**src/design/rcr_dummy_placeholder_removed.sv**
```systemverilog
`default_nettype none
`default_nettype wire

```
**src/design/rcr_pkg.sv**
```systemverilog
`default_nettype none
package rcr_pkg;
	localparam int         REG_W          = 8;
	localparam int         PATTERN_W      = 32;
	localparam logic [6:0] ADDR_LOWPASS   = 7'h10;
	localparam logic [6:0] ADDR_CENTER    = 7'h11;
	localparam logic [6:0] ADDR_MATCH     = 7'h12;
	localparam logic [6:0] ADDR_RSVD      = 7'h13;
	localparam logic [6:0] ADDR_LEVEL     = 7'h14;
	localparam logic [6:0] ADDR_OOK       = 7'h15;
	localparam logic [6:0] ADDR_PAT3      = 7'h16;
	localparam logic [6:0] ADDR_PAT2      = 7'h17;
	localparam logic [6:0] ADDR_PAT1      = 7'h18;
	localparam logic [6:0] ADDR_PAT0      = 7'h19;
	localparam logic [6:0] ADDR_TX        = 7'h1a;
	localparam logic [7:0] RST_LOWPASS    = 8'ha3;
	localparam logic [7:0] RST_CENTER     = 8'h38;
	localparam logic [7:0] RST_MATCH      = 8'h18;
	localparam logic [7:0] RST_RSVD       = 8'h07;
	localparam logic [7:0] RST_OOK        = 8'h00;
	localparam logic [7:0] RST_PATTERN    = 8'h00;
	localparam logic [7:0] RST_TX         = 8'h72;
	localparam logic [7:0] RST_LEVEL      = 8'h00;
	localparam int         HI_MSB         = 7;
	localparam int         HI_LSB         = 4;
	localparam int         LO_MSB         = 3;
	localparam int         LO_LSB         = 0;
	localparam int         POLY_EN_BIT    = 7;
	localparam int         BSYNC_OFF_BIT  = 6;
	localparam int         SYNC_ON_BIT    = 5;
	localparam int         SIZE_MSB       = 4;
	localparam int         SIZE_LSB       = 3;
	localparam int         TOL_MSB        = 2;
	localparam int         TOL_LSB        = 1;
	localparam int         STEP_MSB       = 7;
	localparam int         STEP_LSB       = 5;
	localparam int         DECAY_MSB      = 4;
	localparam int         DECAY_LSB      = 2;
	localparam int         AVG_MSB        = 1;
	localparam int         AVG_LSB        = 0;
	localparam int         PWR_MSB        = 3;
	localparam int         PWR_LSB        = 1;
	localparam logic [1:0] SIZE_8         = 2'h0;
	localparam logic [1:0] SIZE_16        = 2'h1;
	localparam logic [1:0] SIZE_24        = 2'h2;
	localparam int         CMD_RD_BIT     = 6;
	localparam logic [4:0] BIT_CMD_LAST   = 5'h07;
	localparam logic [4:0] BIT_FRAME_LAST = 5'h0f;
	localparam logic [4:0] BIT_DATA_FIRST = 5'h08;
	localparam logic [4:0] BIT_FRAME_END  = 5'h10;
endpackage : rcr_pkg
`default_nettype wire

```
**src/design/rcr_config_bank.sv**
```systemverilog
// How it works
// - Eight-bit registers reached by address over SPI.
// - Address 16 high nibble: lowpass bandwidth, default 1010.
// - Address 16 low nibble: channel filter, default 0011.
// - Address 17: centre code 0011, reserved nibble 1000.
// - Address 18 bit 7 enables OOK polyphase.
// - Address 18 bit 6 stops bit synchronizer.
// - Sync match tolerates zero to three bit errors.
// - Sync length 8 to 32, bytes from 22.
// - Address 20 shows signal level, read-only.
// - Address 21 bits 7-5: threshold decrement size.
// - Address 21 bits 4-2: threshold decrement rate.
// - Address 21 bits 1-0: averaging cutoff, host avoids 01/10.
// - Address 26 high nibble: interpolation cutoff, default 0111.
// - Address 26 bits 3-1: output power, default 001.
`default_nettype none
module rcr_config_bank (
	input  wire logic       CLK,
	input  wire logic       RESET_N,
	input  wire logic       SPI_SCK,
	input  wire logic       SPI_NSS_N,
	input  wire logic       SPI_MOSI,
	output logic            SPI_MISO,
	output logic            SPI_MISO_OE,
	input  wire logic [7:0] RSSI_VALUE,
	input  wire logic       RX_BIT,
	input  wire logic       RX_BIT_VALID,
	output logic            SYNC_FOUND,
	output logic [3:0]      LOWPASS_BW_CODE,
	output logic [3:0]      CHANNEL_FILTER_CODE,
	output logic [3:0]      POLYPHASE_CENTER_CODE,
	output logic            POLYPHASE_ENABLE,
	output logic            BITSYNC_DISABLE,
	output logic [2:0]      OOK_THRESHOLD_STEP,
	output logic [2:0]      OOK_THRESHOLD_DECAY_RATE,
	output logic [1:0]      OOK_AVERAGE_CUTOFF,
	output logic [3:0]      TX_INTERP_CUTOFF,
	output logic [2:0]      TX_POWER_CODE
);
	logic [2:0]  pins;
	logic        sck;
	logic        nss_n;
	logic        mosi;
	logic        sck_prev;
	logic [4:0]  bit_cnt;
	logic [7:0]  shift_in;
	logic [7:0]  shift_out;
	logic [6:0]  addr;
	logic        rd;
	logic [4:0]  next_bit_cnt;
	logic [7:0]  next_shift_in;
	logic [7:0]  next_shift_out;
	logic [6:0]  next_addr;
	logic        next_rd;
	logic        next_miso;
	logic        next_miso_oe;
	logic        wr_en;
	logic [7:0]  wr_data;
	logic [6:0]  cmd_addr;
	logic [7:0]  rd_byte;
	logic [7:0]  reg_lowpass;
	logic [7:0]  reg_center;
	logic [7:0]  reg_match;
	logic [7:0]  reg_rsvd;
	logic [7:0]  reg_level;
	logic [7:0]  reg_ook;
	logic [7:0]  reg_pat3;
	logic [7:0]  reg_pat2;
	logic [7:0]  reg_pat1;
	logic [7:0]  reg_pat0;
	logic [7:0]  reg_tx;
	logic [7:0]  next_lowpass;
	logic [7:0]  next_center;
	logic [7:0]  next_match;
	logic [7:0]  next_rsvd;
	logic [7:0]  next_ook;
	logic [7:0]  next_pat3;
	logic [7:0]  next_pat2;
	logic [7:0]  next_pat1;
	logic [7:0]  next_pat0;
	logic [7:0]  next_tx;
	logic [31:0] rx_shift;
	logic [31:0] next_rx_shift;
	logic        next_sync_found;
	logic [1:0]  sync_size;
	logic [1:0]  sync_tol;
	logic [5:0]  sync_errs;

	function automatic logic [31:0] pattern_mask(input logic [1:0] size);
		unique case (size)
			rcr_pkg::SIZE_8:  pattern_mask = 32'h0000_00ff;
			rcr_pkg::SIZE_16: pattern_mask = 32'h0000_ffff;
			rcr_pkg::SIZE_24: pattern_mask = 32'h00ff_ffff;
			default:          pattern_mask = 32'hffff_ffff;
		endcase
	endfunction : pattern_mask

	// Shorter words drop later bytes; the newest bit meets the last kept one.
	function automatic logic [31:0] pattern_word(input logic [1:0] size,
		input logic [31:0] bytes);
		unique case (size)
			rcr_pkg::SIZE_8:  pattern_word = {24'h00_0000, bytes[31:24]};
			rcr_pkg::SIZE_16: pattern_word = {16'h0000, bytes[31:16]};
			rcr_pkg::SIZE_24: pattern_word = {8'h00, bytes[31:8]};
			default:          pattern_word = bytes;
		endcase
	endfunction : pattern_word

	function automatic logic [5:0] count_ones(input logic [31:0] v);
		count_ones = 6'h00;
		for (int i = 0; i < rcr_pkg::PATTERN_W; i++) begin
			count_ones = 6'(count_ones + {5'h00, v[i]});
		end
	endfunction : count_ones

	rcr_pin_sync #(
		.WIDTH (3),
		.INIT  (3'h2)
	) u_pin_sync (
		.clk     (CLK),
		.reset_n (RESET_N),
		.pin_in  ({SPI_SCK, SPI_NSS_N, SPI_MOSI}),
		.level   (pins)
	);

	assign sck      = pins[2];
	assign nss_n    = pins[1];
	assign mosi     = pins[0];
	assign cmd_addr = {shift_in[5:0], mosi};

	always_comb begin
		unique case (cmd_addr)
			rcr_pkg::ADDR_LOWPASS: rd_byte = reg_lowpass;
			rcr_pkg::ADDR_CENTER:  rd_byte = reg_center;
			rcr_pkg::ADDR_MATCH:   rd_byte = reg_match;
			rcr_pkg::ADDR_RSVD:    rd_byte = reg_rsvd;
			rcr_pkg::ADDR_LEVEL:   rd_byte = reg_level;
			rcr_pkg::ADDR_OOK:     rd_byte = reg_ook;
			rcr_pkg::ADDR_PAT3:    rd_byte = reg_pat3;
			rcr_pkg::ADDR_PAT2:    rd_byte = reg_pat2;
			rcr_pkg::ADDR_PAT1:    rd_byte = reg_pat1;
			rcr_pkg::ADDR_PAT0:    rd_byte = reg_pat0;
			rcr_pkg::ADDR_TX:      rd_byte = reg_tx;
			default:               rd_byte = 8'h00;
		endcase
	end

	// Mode 0 framing: command byte (bit 7 set for read), then one data byte.
	always_comb begin
		next_bit_cnt   = bit_cnt;
		next_shift_in  = shift_in;
		next_shift_out = shift_out;
		next_addr      = addr;
		next_rd        = rd;
		next_miso      = SPI_MISO;
		next_miso_oe   = 1'b1;
		wr_en          = 1'b0;
		wr_data        = {shift_in[6:0], mosi};
		if (nss_n) begin
			next_bit_cnt = 5'h00;
			next_miso    = 1'b0;
			next_miso_oe = 1'b0;
		end else if (sck && !sck_prev && bit_cnt < rcr_pkg::BIT_FRAME_END) begin
			next_shift_in = {shift_in[6:0], mosi};
			next_bit_cnt  = 5'(bit_cnt + 5'h01);
			if (bit_cnt == rcr_pkg::BIT_CMD_LAST) begin
				next_rd        = shift_in[rcr_pkg::CMD_RD_BIT];
				next_addr      = cmd_addr;
				next_shift_out = rd_byte;
			end
			if (bit_cnt == rcr_pkg::BIT_FRAME_LAST && !rd) begin
				wr_en = 1'b1;
			end
		end else if (!sck && sck_prev && rd
			&& bit_cnt >= rcr_pkg::BIT_DATA_FIRST
			&& bit_cnt < rcr_pkg::BIT_FRAME_END) begin
			next_miso      = shift_out[7];
			next_shift_out = {shift_out[6:0], 1'b0};
		end
	end

	always_ff @(posedge CLK) begin
		if (!RESET_N) begin
			sck_prev    <= 1'b0;
			bit_cnt     <= 5'h00;
			shift_in    <= 8'h00;
			shift_out   <= 8'h00;
			addr        <= 7'h00;
			rd          <= 1'b0;
			SPI_MISO    <= 1'b0;
			SPI_MISO_OE <= 1'b0;
		end else begin
			sck_prev    <= sck;
			bit_cnt     <= next_bit_cnt;
			shift_in    <= next_shift_in;
			shift_out   <= next_shift_out;
			addr        <= next_addr;
			rd          <= next_rd;
			SPI_MISO    <= next_miso;
			SPI_MISO_OE <= next_miso_oe;
		end
	end

	// Reserved fields are stored as written; the host keeps them at default.
	always_comb begin
		next_lowpass = reg_lowpass;
		next_center  = reg_center;
		next_match   = reg_match;
		next_rsvd    = reg_rsvd;
		next_ook     = reg_ook;
		next_pat3    = reg_pat3;
		next_pat2    = reg_pat2;
		next_pat1    = reg_pat1;
		next_pat0    = reg_pat0;
		next_tx      = reg_tx;
		if (wr_en) begin
			unique case (addr)
				rcr_pkg::ADDR_LOWPASS: next_lowpass = wr_data;
				rcr_pkg::ADDR_CENTER:  next_center  = wr_data;
				rcr_pkg::ADDR_MATCH:   next_match   = wr_data;
				rcr_pkg::ADDR_RSVD:    next_rsvd    = wr_data;
				rcr_pkg::ADDR_OOK:     next_ook     = wr_data;
				rcr_pkg::ADDR_PAT3:    next_pat3    = wr_data;
				rcr_pkg::ADDR_PAT2:    next_pat2    = wr_data;
				rcr_pkg::ADDR_PAT1:    next_pat1    = wr_data;
				rcr_pkg::ADDR_PAT0:    next_pat0    = wr_data;
				rcr_pkg::ADDR_TX:      next_tx      = wr_data;
				default:               next_tx      = reg_tx;
			endcase
		end
	end

	always_ff @(posedge CLK) begin
		if (!RESET_N) begin
			reg_lowpass <= rcr_pkg::RST_LOWPASS;
			reg_center  <= rcr_pkg::RST_CENTER;
			reg_match   <= rcr_pkg::RST_MATCH;
			reg_rsvd    <= rcr_pkg::RST_RSVD;
			reg_level   <= rcr_pkg::RST_LEVEL;
			reg_ook     <= rcr_pkg::RST_OOK;
			reg_pat3    <= rcr_pkg::RST_PATTERN;
			reg_pat2    <= rcr_pkg::RST_PATTERN;
			reg_pat1    <= rcr_pkg::RST_PATTERN;
			reg_pat0    <= rcr_pkg::RST_PATTERN;
			reg_tx      <= rcr_pkg::RST_TX;
		end else begin
			reg_lowpass <= next_lowpass;
			reg_center  <= next_center;
			reg_match   <= next_match;
			reg_rsvd    <= next_rsvd;
			reg_level   <= RSSI_VALUE;
			reg_ook     <= next_ook;
			reg_pat3    <= next_pat3;
			reg_pat2    <= next_pat2;
			reg_pat1    <= next_pat1;
			reg_pat0    <= next_pat0;
			reg_tx      <= next_tx;
		end
	end

	assign sync_size = reg_match[rcr_pkg::SIZE_MSB:rcr_pkg::SIZE_LSB];
	assign sync_tol  = reg_match[rcr_pkg::TOL_MSB:rcr_pkg::TOL_LSB];

	always_comb begin
		next_rx_shift = RX_BIT_VALID ? {rx_shift[30:0], RX_BIT} : rx_shift;
		sync_errs = count_ones((next_rx_shift ^ pattern_word(sync_size,
			{reg_pat3, reg_pat2, reg_pat1, reg_pat0}))
			& pattern_mask(sync_size));
		next_sync_found = reg_match[rcr_pkg::SYNC_ON_BIT] && RX_BIT_VALID
			&& sync_errs <= {4'h0, sync_tol};
	end

	always_ff @(posedge CLK) begin
		if (!RESET_N) begin
			rx_shift   <= 32'h0000_0000;
			SYNC_FOUND <= 1'b0;
		end else begin
			rx_shift   <= next_rx_shift;
			SYNC_FOUND <= next_sync_found;
		end
	end

	assign LOWPASS_BW_CODE          = reg_lowpass[rcr_pkg::HI_MSB:rcr_pkg::HI_LSB];
	assign CHANNEL_FILTER_CODE      = reg_lowpass[rcr_pkg::LO_MSB:rcr_pkg::LO_LSB];
	assign POLYPHASE_CENTER_CODE    = reg_center[rcr_pkg::HI_MSB:rcr_pkg::HI_LSB];
	assign POLYPHASE_ENABLE         = reg_match[rcr_pkg::POLY_EN_BIT];
	assign BITSYNC_DISABLE          = reg_match[rcr_pkg::BSYNC_OFF_BIT];
	assign OOK_THRESHOLD_STEP       = reg_ook[rcr_pkg::STEP_MSB:rcr_pkg::STEP_LSB];
	assign OOK_THRESHOLD_DECAY_RATE = reg_ook[rcr_pkg::DECAY_MSB:rcr_pkg::DECAY_LSB];
	assign OOK_AVERAGE_CUTOFF       = reg_ook[rcr_pkg::AVG_MSB:rcr_pkg::AVG_LSB];
	assign TX_INTERP_CUTOFF         = reg_tx[rcr_pkg::HI_MSB:rcr_pkg::HI_LSB];
	assign TX_POWER_CODE            = reg_tx[rcr_pkg::PWR_MSB:rcr_pkg::PWR_LSB];
endmodule : rcr_config_bank
`default_nettype wire

```
**src/design/rcr_pin_sync.sv**
```systemverilog
`default_nettype none
// A level is taken only once the second and third stages agree, so a
// glitch caught by the first stage cannot reach the shifter.
module rcr_pin_sync #(
	parameter int               WIDTH = 1,
	parameter logic [WIDTH-1:0] INIT  = '0
) (
	input  wire logic             clk,
	input  wire logic             reset_n,
	input  wire logic [WIDTH-1:0] pin_in,
	output logic      [WIDTH-1:0] level
);
	logic [WIDTH-1:0] stage1;
	logic [WIDTH-1:0] stage2;
	logic [WIDTH-1:0] stage3;
	logic [WIDTH-1:0] next_level;

	always_comb begin
		for (int i = 0; i < WIDTH; i++) begin
			next_level[i] = (stage2[i] == stage3[i]) ? stage2[i] : level[i];
		end
	end

	always_ff @(posedge clk) begin
		if (!reset_n) begin
			stage1 <= INIT;
			stage2 <= INIT;
			stage3 <= INIT;
			level  <= INIT;
		end else begin
			stage1 <= pin_in;
			stage2 <= stage1;
			stage3 <= stage2;
			level  <= next_level;
		end
	end
endmodule : rcr_pin_sync
`default_nettype wire

```
**config.mk**
```make
export PLATFORM = sky130hd
export DESIGN_NAME = rcr_config_bank
export DESIGN_NICKNAME = d
export VERILOG_FILES = /design/src/design/rcr_dummy_placeholder_removed.sv /design/src/design/rcr_pkg.sv /design/src/design/rcr_config_bank.sv /design/src/design/rcr_pin_sync.sv
export SDC_FILE = /design/constraint.sdc
export NUM_CORES = 1
export LEC_CHECK = 0
export ABC_AREA = 1
export BUFFER_PORTS_ARGS = -buffer_cell sky130_fd_sc_hd__buf_2
export CELL_PAD_IN_SITES_DETAIL_PLACEMENT = 1
export CELL_PAD_IN_SITES_GLOBAL_PLACEMENT = 1
export CORE_ASPECT_RATIO = 0.8
export CORE_MARGIN = 3
export CORE_UTILIZATION = 46
export CTS_CLUSTER_SIZE = 40
export DETAILED_ROUTE_END_ITERATION = 8
export GPL_TIMING_DRIVEN = 0
export PLACE_DENSITY = 0.85
export SYNTH_ARGS = -nofsm -noshare
export SYNTH_HDL_FRONTEND = slang
export SYNTH_HIERARCHICAL = 1
export SYNTH_SLANG_ARGS = --single-unit
```
**constraint.sdc**
```tcl
create_clock -name CLK -period 6.9 [get_ports CLK]
set_clock_uncertainty 0.15 [all_clocks]
set_input_delay 0.345 -clock CLK [delete_from_list [all_inputs] [get_ports CLK]]
set_output_delay 0.345 -clock CLK [all_outputs]
set_load 0.01 [all_outputs]
```
==> results of run 1 <==
==> power groups by stage <==
stage          Clock [mW]  Sequential [mW]  Combinational, mW
4_1_cts             0.903            0.962              0.360
3_3_place_gp            0            0.983              0.317
5_1_grt             0.948            0.962              0.436
3_5_place_dp            0            0.983              0.339
2_1_floorplan           0            0.982              0.247
6_report            0.892            0.962              0.372
==> repair_timing <==
action | in CTS | in global routing
buffers inserted | 0 | 2
setup endpoints to repair | 1 | 1
pin swaps | 0 | 2
hold buffers | 11 | 0
hold endpoints to repair | 11 | 0
gates resized for setup | 1 | 14
==> per-stage QoR <==
step	std cells	setup slack (ns)	instance area, um2	TNS (ns)
after global routing	1457	-0.0618	9820	-0.0618
after floorplan	1121	0.891	8570	0
after detailed placement	1414	-0.150	9110	-0.150
after CTS	1455	0.0412	9770	0
final	1457	0.141	9820	0
after global placement	1414	-0.0420	9110	-0.0420
==> how the worst min path moves through the flow <==
stage | slack [ns] | startpoint | to
after floorplan | 0.23 | u_pin_sync/stage1[1] | u_pin_sync/stage2[1]
after global placement | 0.24 | u_pin_sync/stage1[0] | u_pin_sync/stage2[0]
after detailed placement | 0.25 | u_pin_sync/stage1[1] | u_pin_sync/stage2[1]
after CTS | 0.04 | RESET_N | u_pin_sync/stage3[1]
after global routing | 0.06 | RESET_N | u_pin_sync/stage3[1]
final | 0.04 | RESET_N | u_pin_sync/stage3[1]
==> worst reg2reg max path: stages, from the launching register on <==
cell and delay (ns):
dfxtp_1 0.36, clkbuf_4 0.22, nor2_1 0.53, a21oi_2 0.19, o21ai_0 0.15, xor2_1 0.14
fa_1 0.55, inv_1 0.07, fa_1 0.58, fa_1 0.47, fa_1 0.60, fa_2 0.47
fa_1 0.56, ha_1 0.16, inv_1 0.05, fa_1 0.47, inv_1 0.05, ha_1 0.30
a21oi_2 0.15, a21oi_1 0.06, nor4b_2 0.36
==> placed cells by master, fill, tap and decap left out, types with 3 or more instances in the layout <==
cell type      count
clkinv_4           4
inv_1            129
clkbuf_8           3
or2_2              9
buf_2             60
clkinv_2           5
xnor2_1            3
o221ai_1           6
inv_2             10
clkbuf_16         17
clkbuf_1          24
a21oi_1           99
nand2_1          139
nor3_1             7
buf_6             15
o21ai_1           16
nand3_1          106
o211ai_1           8
dlygate4sd3_1     11
a22oi_1            8
o211ai_2           7
fa_1              23
nor2_1            97
ha_1              11
o21ai_0           99
nor3_2             4
nand2_2           11
a21oi_2           11
dfxtp_1          164
nor2_2            14
mux2i_1           12
o22ai_1           16
xor2_1            15
buf_4             16
a211oi_1           5
==> per-layer routing <==
layer	up-vias	routed length, um	track usage [%]
li1	3850	-	-
met5	-	0	0
met4	0	640	9.10
met1	4088	13200	41.6
met2	331	13300	45.3
met3	61	2970	8.81
==> layout make-up <==
cell class	count	area, um2
Buffer	70	450
Fill cell	2259	7990
Multi-Input combinational cell	743	4330
Clock inverter	10	75.1
Tap cell	247	309
Inverter	143	546
Sequential cell	164	3280
Timing Repair Buffer	59	355
Clock buffer	21	470
==> logic make-up after synthesis <==
| group | count (synthesis) | synth area share, % |
|---|---|---|
| AND/OR/NAND/NOR | 395 | 20.8 |
| adder cells (fa/ha/maj) | 35 | 7.21 |
| AO/OA/AOI/OAI | 283 | 19.0 |
| multiplexers | 12 | 1.40 |
| XOR/XNOR | 18 | 1.84 |
| buffers and inverters | 214 | 11.5 |
| flip-flops | 164 | 38.3 |
==> impl_results.md, run 1 <==
- Number of antenna-violating nets in the routed design: 0
- Max FFs per register: 32
- R2R cell count: 20
- Worst-path cell chain: clkbuf_4 > nor2_1 > a21oi_2 > o21ai_0 > xor2_1 > fa_1 > inv_1 > fa_1 > fa_1 > fa_1 > fa_2 > fa_1 > ha_1 > inv_1 > fa_1 > inv_1 > ha_1 > a21oi_2 > a21oi_1 > nor4b_2
- Seq/Total Area, Yosys: 38.3%
- Leading cell types by count after synthesis: dfxtp_1, nand2_1, inv_1
- Die Y: 128 um
- Maximum fanout encountered on the critical timing path: 10
- Initial antenna violation count: 1
- GRT Total Usage: around 30%
- Most area-consuming cells after synthesis: dfxtp_1, nand3_1, nand2_1
- Number of endpoints with negative hold slack in the final report: 0
- Sum of net half-perimeters after detailed placement: between 20000 and 25000 um
- Post-Route WL: about 30000 um
- Total nets after synthesis: around 1200
- Critical path destination: SYNC_FOUND
- Leakage power: 4.32 nW
- Post-CTS clock slew at the launch and capture registers of the worst setup and hold paths: ~0.060 ns
- Synth Register Bits: ~160
- Routability congestion estimate: roughly 0.98
- Avg Inst Size Synth: 7.65 um2
- Crit path depth: 20
- Cell area power density: around 230 mW/mm2
- Die Wd: roughly 160 um
- Slowest Stage Delay on Critical Path: 0.60 ns
- Fraction of the core area covered by cells at the end of the flow: a little under three fifths
- Part of the total power dissipated in sequential elements: a little over two fifths
- Sw frac: about 28%
- Maximum frequency from static timing analysis: 148 MHz
- Wire length of the first global-routing pass: around 47000 um
- Layout Nets: roughly 1200
- Layout cells sized above 1: 16.9%
- Synthesized area: 0.00857 mm2
- Worst supply voltage drop on vdd: 116 uV
- Post-layout minimum cycle time: between 6 and 7 ns
- Initial detailed-routing violation count: between 700 and 800
- Measured slew at the worst slew-check pin: slightly above 0.8 ns
- Power dissipated by switching net loads: about 0.63 mW
- Ant diodes: 0
- Max Slew Vio Count: 0
- Async set or reset register ratio after synthesis: 0%
- Later-pin clock latency in the skew report: 0.43 ns
- Post-synth top flop: dfxtp_1
- Number of different library cells in the post-synthesis netlist: 45
- Overall die area: about 0.02 mm2
- Maximum number of buffers from clock root to sink: 2
- Power share of the combinational group: 16.7%
- Starting utilization of the core area: 48.1%
- Kind of capture point of the worst setup path: flip-flop
- Result of the run: finished clean
- Setup CP Type: reg2reg
- Worst hold stages: 2
- Tcrit/Tclk final: between 90% and 100%
- Buffers plus inverters on the worst setup path: 4
- Routed wire length per instance: ~21 um
- Data required time at the worst endpoint: 7.07 ns
- Critical path data arrival time: around 6.9 ns
- Placement row count: 43
- Source of the worst register-to-register timing path: reg_match[4]
- Area growth from synthesis to layout: 14.6%
- Endpoint of the worst-slack reg-to-reg timing path: SYNC_FOUND
- Floorplan Core Area: between 0.015 and 0.02 mm2
- DRT Pass-1 Iters: 5
- Dominant cell by count in the synthesized netlist: dfxtp_1
- FF-to-FF setup slack: between 0.1 and 0.15 ns
- Remaining global-route overflow: 0
- Largest reg by FF count: rx_shift
- Number of max-cap violations: 0
- Root buffer cell: clkbuf_16
- Post-layout power: between 2 and 2.5 mW
- Via count of the first global-routing pass: roughly 8400
- Post-detailed-route DRC marker count: 0
- Final Setup Violations: 0
- Path type of the worst min-delay path: in2reg
- Num ports: 47
- Largest net degree at the start of global routing: 17
- Slowest library cell on the worst path: fa_1
- Synth warnings: 6
- CP Launch Type: flip-flop
- Maximum level of the CTS H-tree: 4
- Crit-path leading delay family: adder cells
- EDFF count, synth: 0
- Share of the synthesized area in the top cell type: 38.3%
- P_int: ~1.6 mW
- Cell count after synthesis: 1121
- Relative slew margins: about 44%
- TritonCTS clock tree: built
- Number of input and output port buffers inserted: 46
- Via count: 8330
- Hold Slack: around 0.040 ns
- Total number of clock tree sinks: 164
- Worst setup path startpoint: reg_match[4]
- Most Frequent Cell on Critical Path: fa_1
- Share of total power in the clock network: between 40% and 50%
- Number of buffers created by CTS: 17
- Largest area contributor in the synthesized netlist: dfxtp_1
- Ratio of routed vias to standard cells: 5.72
Note: power is estimated with default switching activity, not from simulation.
==> run 2: changes to the inputs <==
==> constraint.sdc (replaced) <==
create_clock -name CLK -period 6.9 [get_ports CLK]
set_clock_uncertainty 0.15 [all_clocks]
set_input_delay 0.69 -clock CLK [delete_from_list [all_inputs] [get_ports CLK]]
set_output_delay 0.69 -clock CLK [all_outputs]
set_load 0.01 [all_outputs]
==> impl_results.md, run 2 (synthesis results as in run 1) <==
- Result of the run: finished clean
- Routability congestion estimate: 0.979 (unchanged)
- Post-detailed-route DRC marker count: 0 (unchanged)
- Via count of the first global-routing pass: 8334 (-0.51%)
- Data required time at the worst endpoint: 7.07 ns (about the same)
- Path type of the worst min-delay path: reg2reg
- Maximum fanout encountered on the critical timing path: 10 (unchanged)
- Maximum frequency from static timing analysis: 149 MHz (+0.55%)
- Leading cell type in the layout, fill and taps excluded: dfxtp_1
- Crit path depth: 22 (+10%)
- Most frequent cells in the layout: dfxtp_1, nand2_1, inv_1
- Number of input and output port buffers inserted: 46 (unchanged)
- FF-to-FF setup slack: 0.18 ns (+0.04 ns)
- Buffers plus inverters on the worst setup path: 5 (+1)
- Total number of clock tree sinks: 164 (unchanged)
- Ant diodes: 0 (unchanged)
- Maximum number of buffers from clock root to sink: 2 (unchanged)
- Post-Route WL: 30000 um (-0.41%)
- Layout Nets: 1237 (-0.88%)
- Kind of capture point of the worst setup path: flip-flop
- Number of buffers created by CTS: 17 (unchanged)
- Cell area power density: 229 mW/mm2 (+1.0%)
- Setup CP Type: reg2reg
- Tcrit/Tclk final: 97.4% (-0.54 points)
- Overall die area: 0.0203 mm2 (unchanged)
- CP Launch Type: flip-flop
- Later-pin clock latency in the skew report: 0.43 ns (about the same)
- Initial antenna violation count: 1 (unchanged)
- Post-CTS clock slew at the launch and capture registers of the worst setup and hold paths: 0.06 ns (about the same)
- GRT Total Usage: 30.0% (-0.078 points)
- Pre-CTS setup slack: -0.410 ns (-0.260 ns)
- Leakage power: 4.28 nW (-0.91%)
- Remaining global-route overflow: 0 (unchanged)
- Layout cells sized above 1: 17.2% (+0.32 points)
- Initial detailed-routing violation count: 668 (-8.4%)
- TritonCTS clock tree: built
- Root buffer cell: clkbuf_16
- Area growth from synthesis to layout: 13.3%
- Starting utilization of the core area: 48.1% (unchanged)
- Max Slew Vio Count: 0 (unchanged)
- Most Frequent Cell on Critical Path: fa_1
- Worst supply voltage drop on vdd: 115 uV (-0.74%)
- Sum of net half-perimeters after detailed placement: 22300 um (unchanged)
- Worst setup path startpoint: reg_match[4]
- Worst-path cell chain: clkbuf_4 > nand2_1 > buf_6 > o22ai_1 > a21oi_2 > o21ai_0 > xor2_1 > fa_1 > inv_1 > fa_1 > fa_1 > fa_1 > fa_2 > fa_1 > ha_1 > inv_1 > fa_1 > inv_1 > ha_1 > a21oi_2 > a21oi_1 > nor4b_2
- Measured slew at the worst slew-check pin: 0.789 ns (-0.0428 ns)
- Worst hold stages: 2 (unchanged)
- Number of max-cap violations: 0 (unchanged)
- Placement row count: 43 (unchanged)
- Via count: 8236 (-1.1%)
- Num ports: 47 (unchanged)
- Endpoint of the worst-slack reg-to-reg timing path: SYNC_FOUND
- Die Wd: 159 um (unchanged)
- Ratio of routed vias to standard cells: 5.70 (-0.38%)
- Largest reg by FF count: rx_shift
- Critical path destination: SYNC_FOUND
- Floorplan Core Area: 0.0178 mm2 (unchanged)
- Post-layout power: 2.22 mW (about the same)
- Number of fillers in the final layout: 2272 (+0.58%)
- Die Y: 128 um (unchanged)
- Slowest Stage Delay on Critical Path: 0.60 ns (about the same)
- Wire length of the first global-routing pass: 46500 um (-0.24%)
- Maximum level of the CTS H-tree: 4 (unchanged)
- Post-layout minimum cycle time: 6.72 ns (-0.0371 ns)
- Largest net degree at the start of global routing: 17 (unchanged)
- Final Setup Violations: 0 (unchanged)
- Source of the worst register-to-register timing path: reg_match[4]
- Crit-path leading delay family: adder cells
- Relative slew margins: 47.1% (+2.9 points)
- Max FFs per register: 32 (unchanged)
- Routed wire length per instance: 20.8 um (+0.35%)
- DRT Pass-1 Iters: 5 (unchanged)
- Post-layout worst setup margin: 0.179 ns (+0.0371 ns)
- Number of endpoints with negative hold slack in the final report: 0 (unchanged)
- Slowest library cell on the worst path: fa_1
- Number of antenna-violating nets in the routed design: 0 (unchanged)
- R2R cell count: 22 (+10%)
- Critical path data arrival time: 6.89 ns (-0.04 ns)
-- run 2: metrics by stage --
step	setup TNS, ns	hold slack (ns)	cells	cell area, um2	utilization, %
floorplan	0	0.230	1121	8570	-
global placement	-0.289	0.240	1414	9110	51.2
detailed placement	-0.410	0.249	1414	9110	51.2
CTS	0	0.264	1444	9660	54.3
global route	-0.0618	0.274	1446	9720	54.6
finish	0	0.258	1446	9720	54.6
-- run 2: worst reg2reg max path, cell delays in order, from the launching register on --
cell,delay (ns)
dfxtp_1,0.35
clkbuf_4,0.22
nand2_1,0.16
buf_6,0.17
o22ai_1,0.10
a21oi_2,0.20
o21ai_0,0.16
xor2_1,0.19
fa_1,0.55
inv_1,0.07
fa_1,0.58
fa_1,0.47
fa_1,0.60
fa_2,0.47
fa_1,0.56
ha_1,0.16
inv_1,0.05
fa_1,0.47
inv_1,0.05
ha_1,0.30
a21oi_2,0.15
a21oi_1,0.06
nor4b_2,0.36
-- run 2: layout make-up --
| type | instances | area (um2) | area share, % |
|---|---|---|---|
| repair buffers | 48 | 245 | 2.52 |
| plain buffers | 70 | 455 | 4.69 |
| well taps | 247 | 309 | 3.18 |
| flip-flops and latches | 164 | 3280 | 33.8 |
| inverters | 143 | 546 | 5.61 |
| multi-input cells | 743 | 4330 | 44.6 |
| clock inverters | 10 | 75.1 | 0.773 |
| clock buffers | 21 | 470 | 4.84 |
-- run 2: report_power, final --
part | switching, mW | internal, mW
combinational | 0.218 | 0.149
sequential | 0.00459 | 0.957
clock | 0.406 | 0.490
total | 0.629 | 1.60
-- run 2: per-layer routing --
layer	global-route usage, %	wire length [um]
met5	0	0
met4	9.10	661
met3	8.81	2910
met2	45.0	13200
met1	41.6	13300
-- run 2: worst min-delay path by stage --
stage,to,startpoint
finish,u_pin_sync/stage2[1],u_pin_sync/stage1[1]
global route,reg_level[5],RSSI_VALUE[5]
CTS,u_pin_sync/stage2[1],u_pin_sync/stage1[1]
detailed placement,u_pin_sync/stage2[1],u_pin_sync/stage1[1]
global placement,u_pin_sync/stage2[0],u_pin_sync/stage1[0]
floorplan,u_pin_sync/stage2[1],u_pin_sync/stage1[1]
-- run 2: repair_timing --
action                                 CTS  global route
setup endpoints to repair                1             1
pin swaps                                0             2
setup buffers                            0             2
endpoints found under the hold margin    0             0
resized for setup                        2            17
hold buffers                             0             0
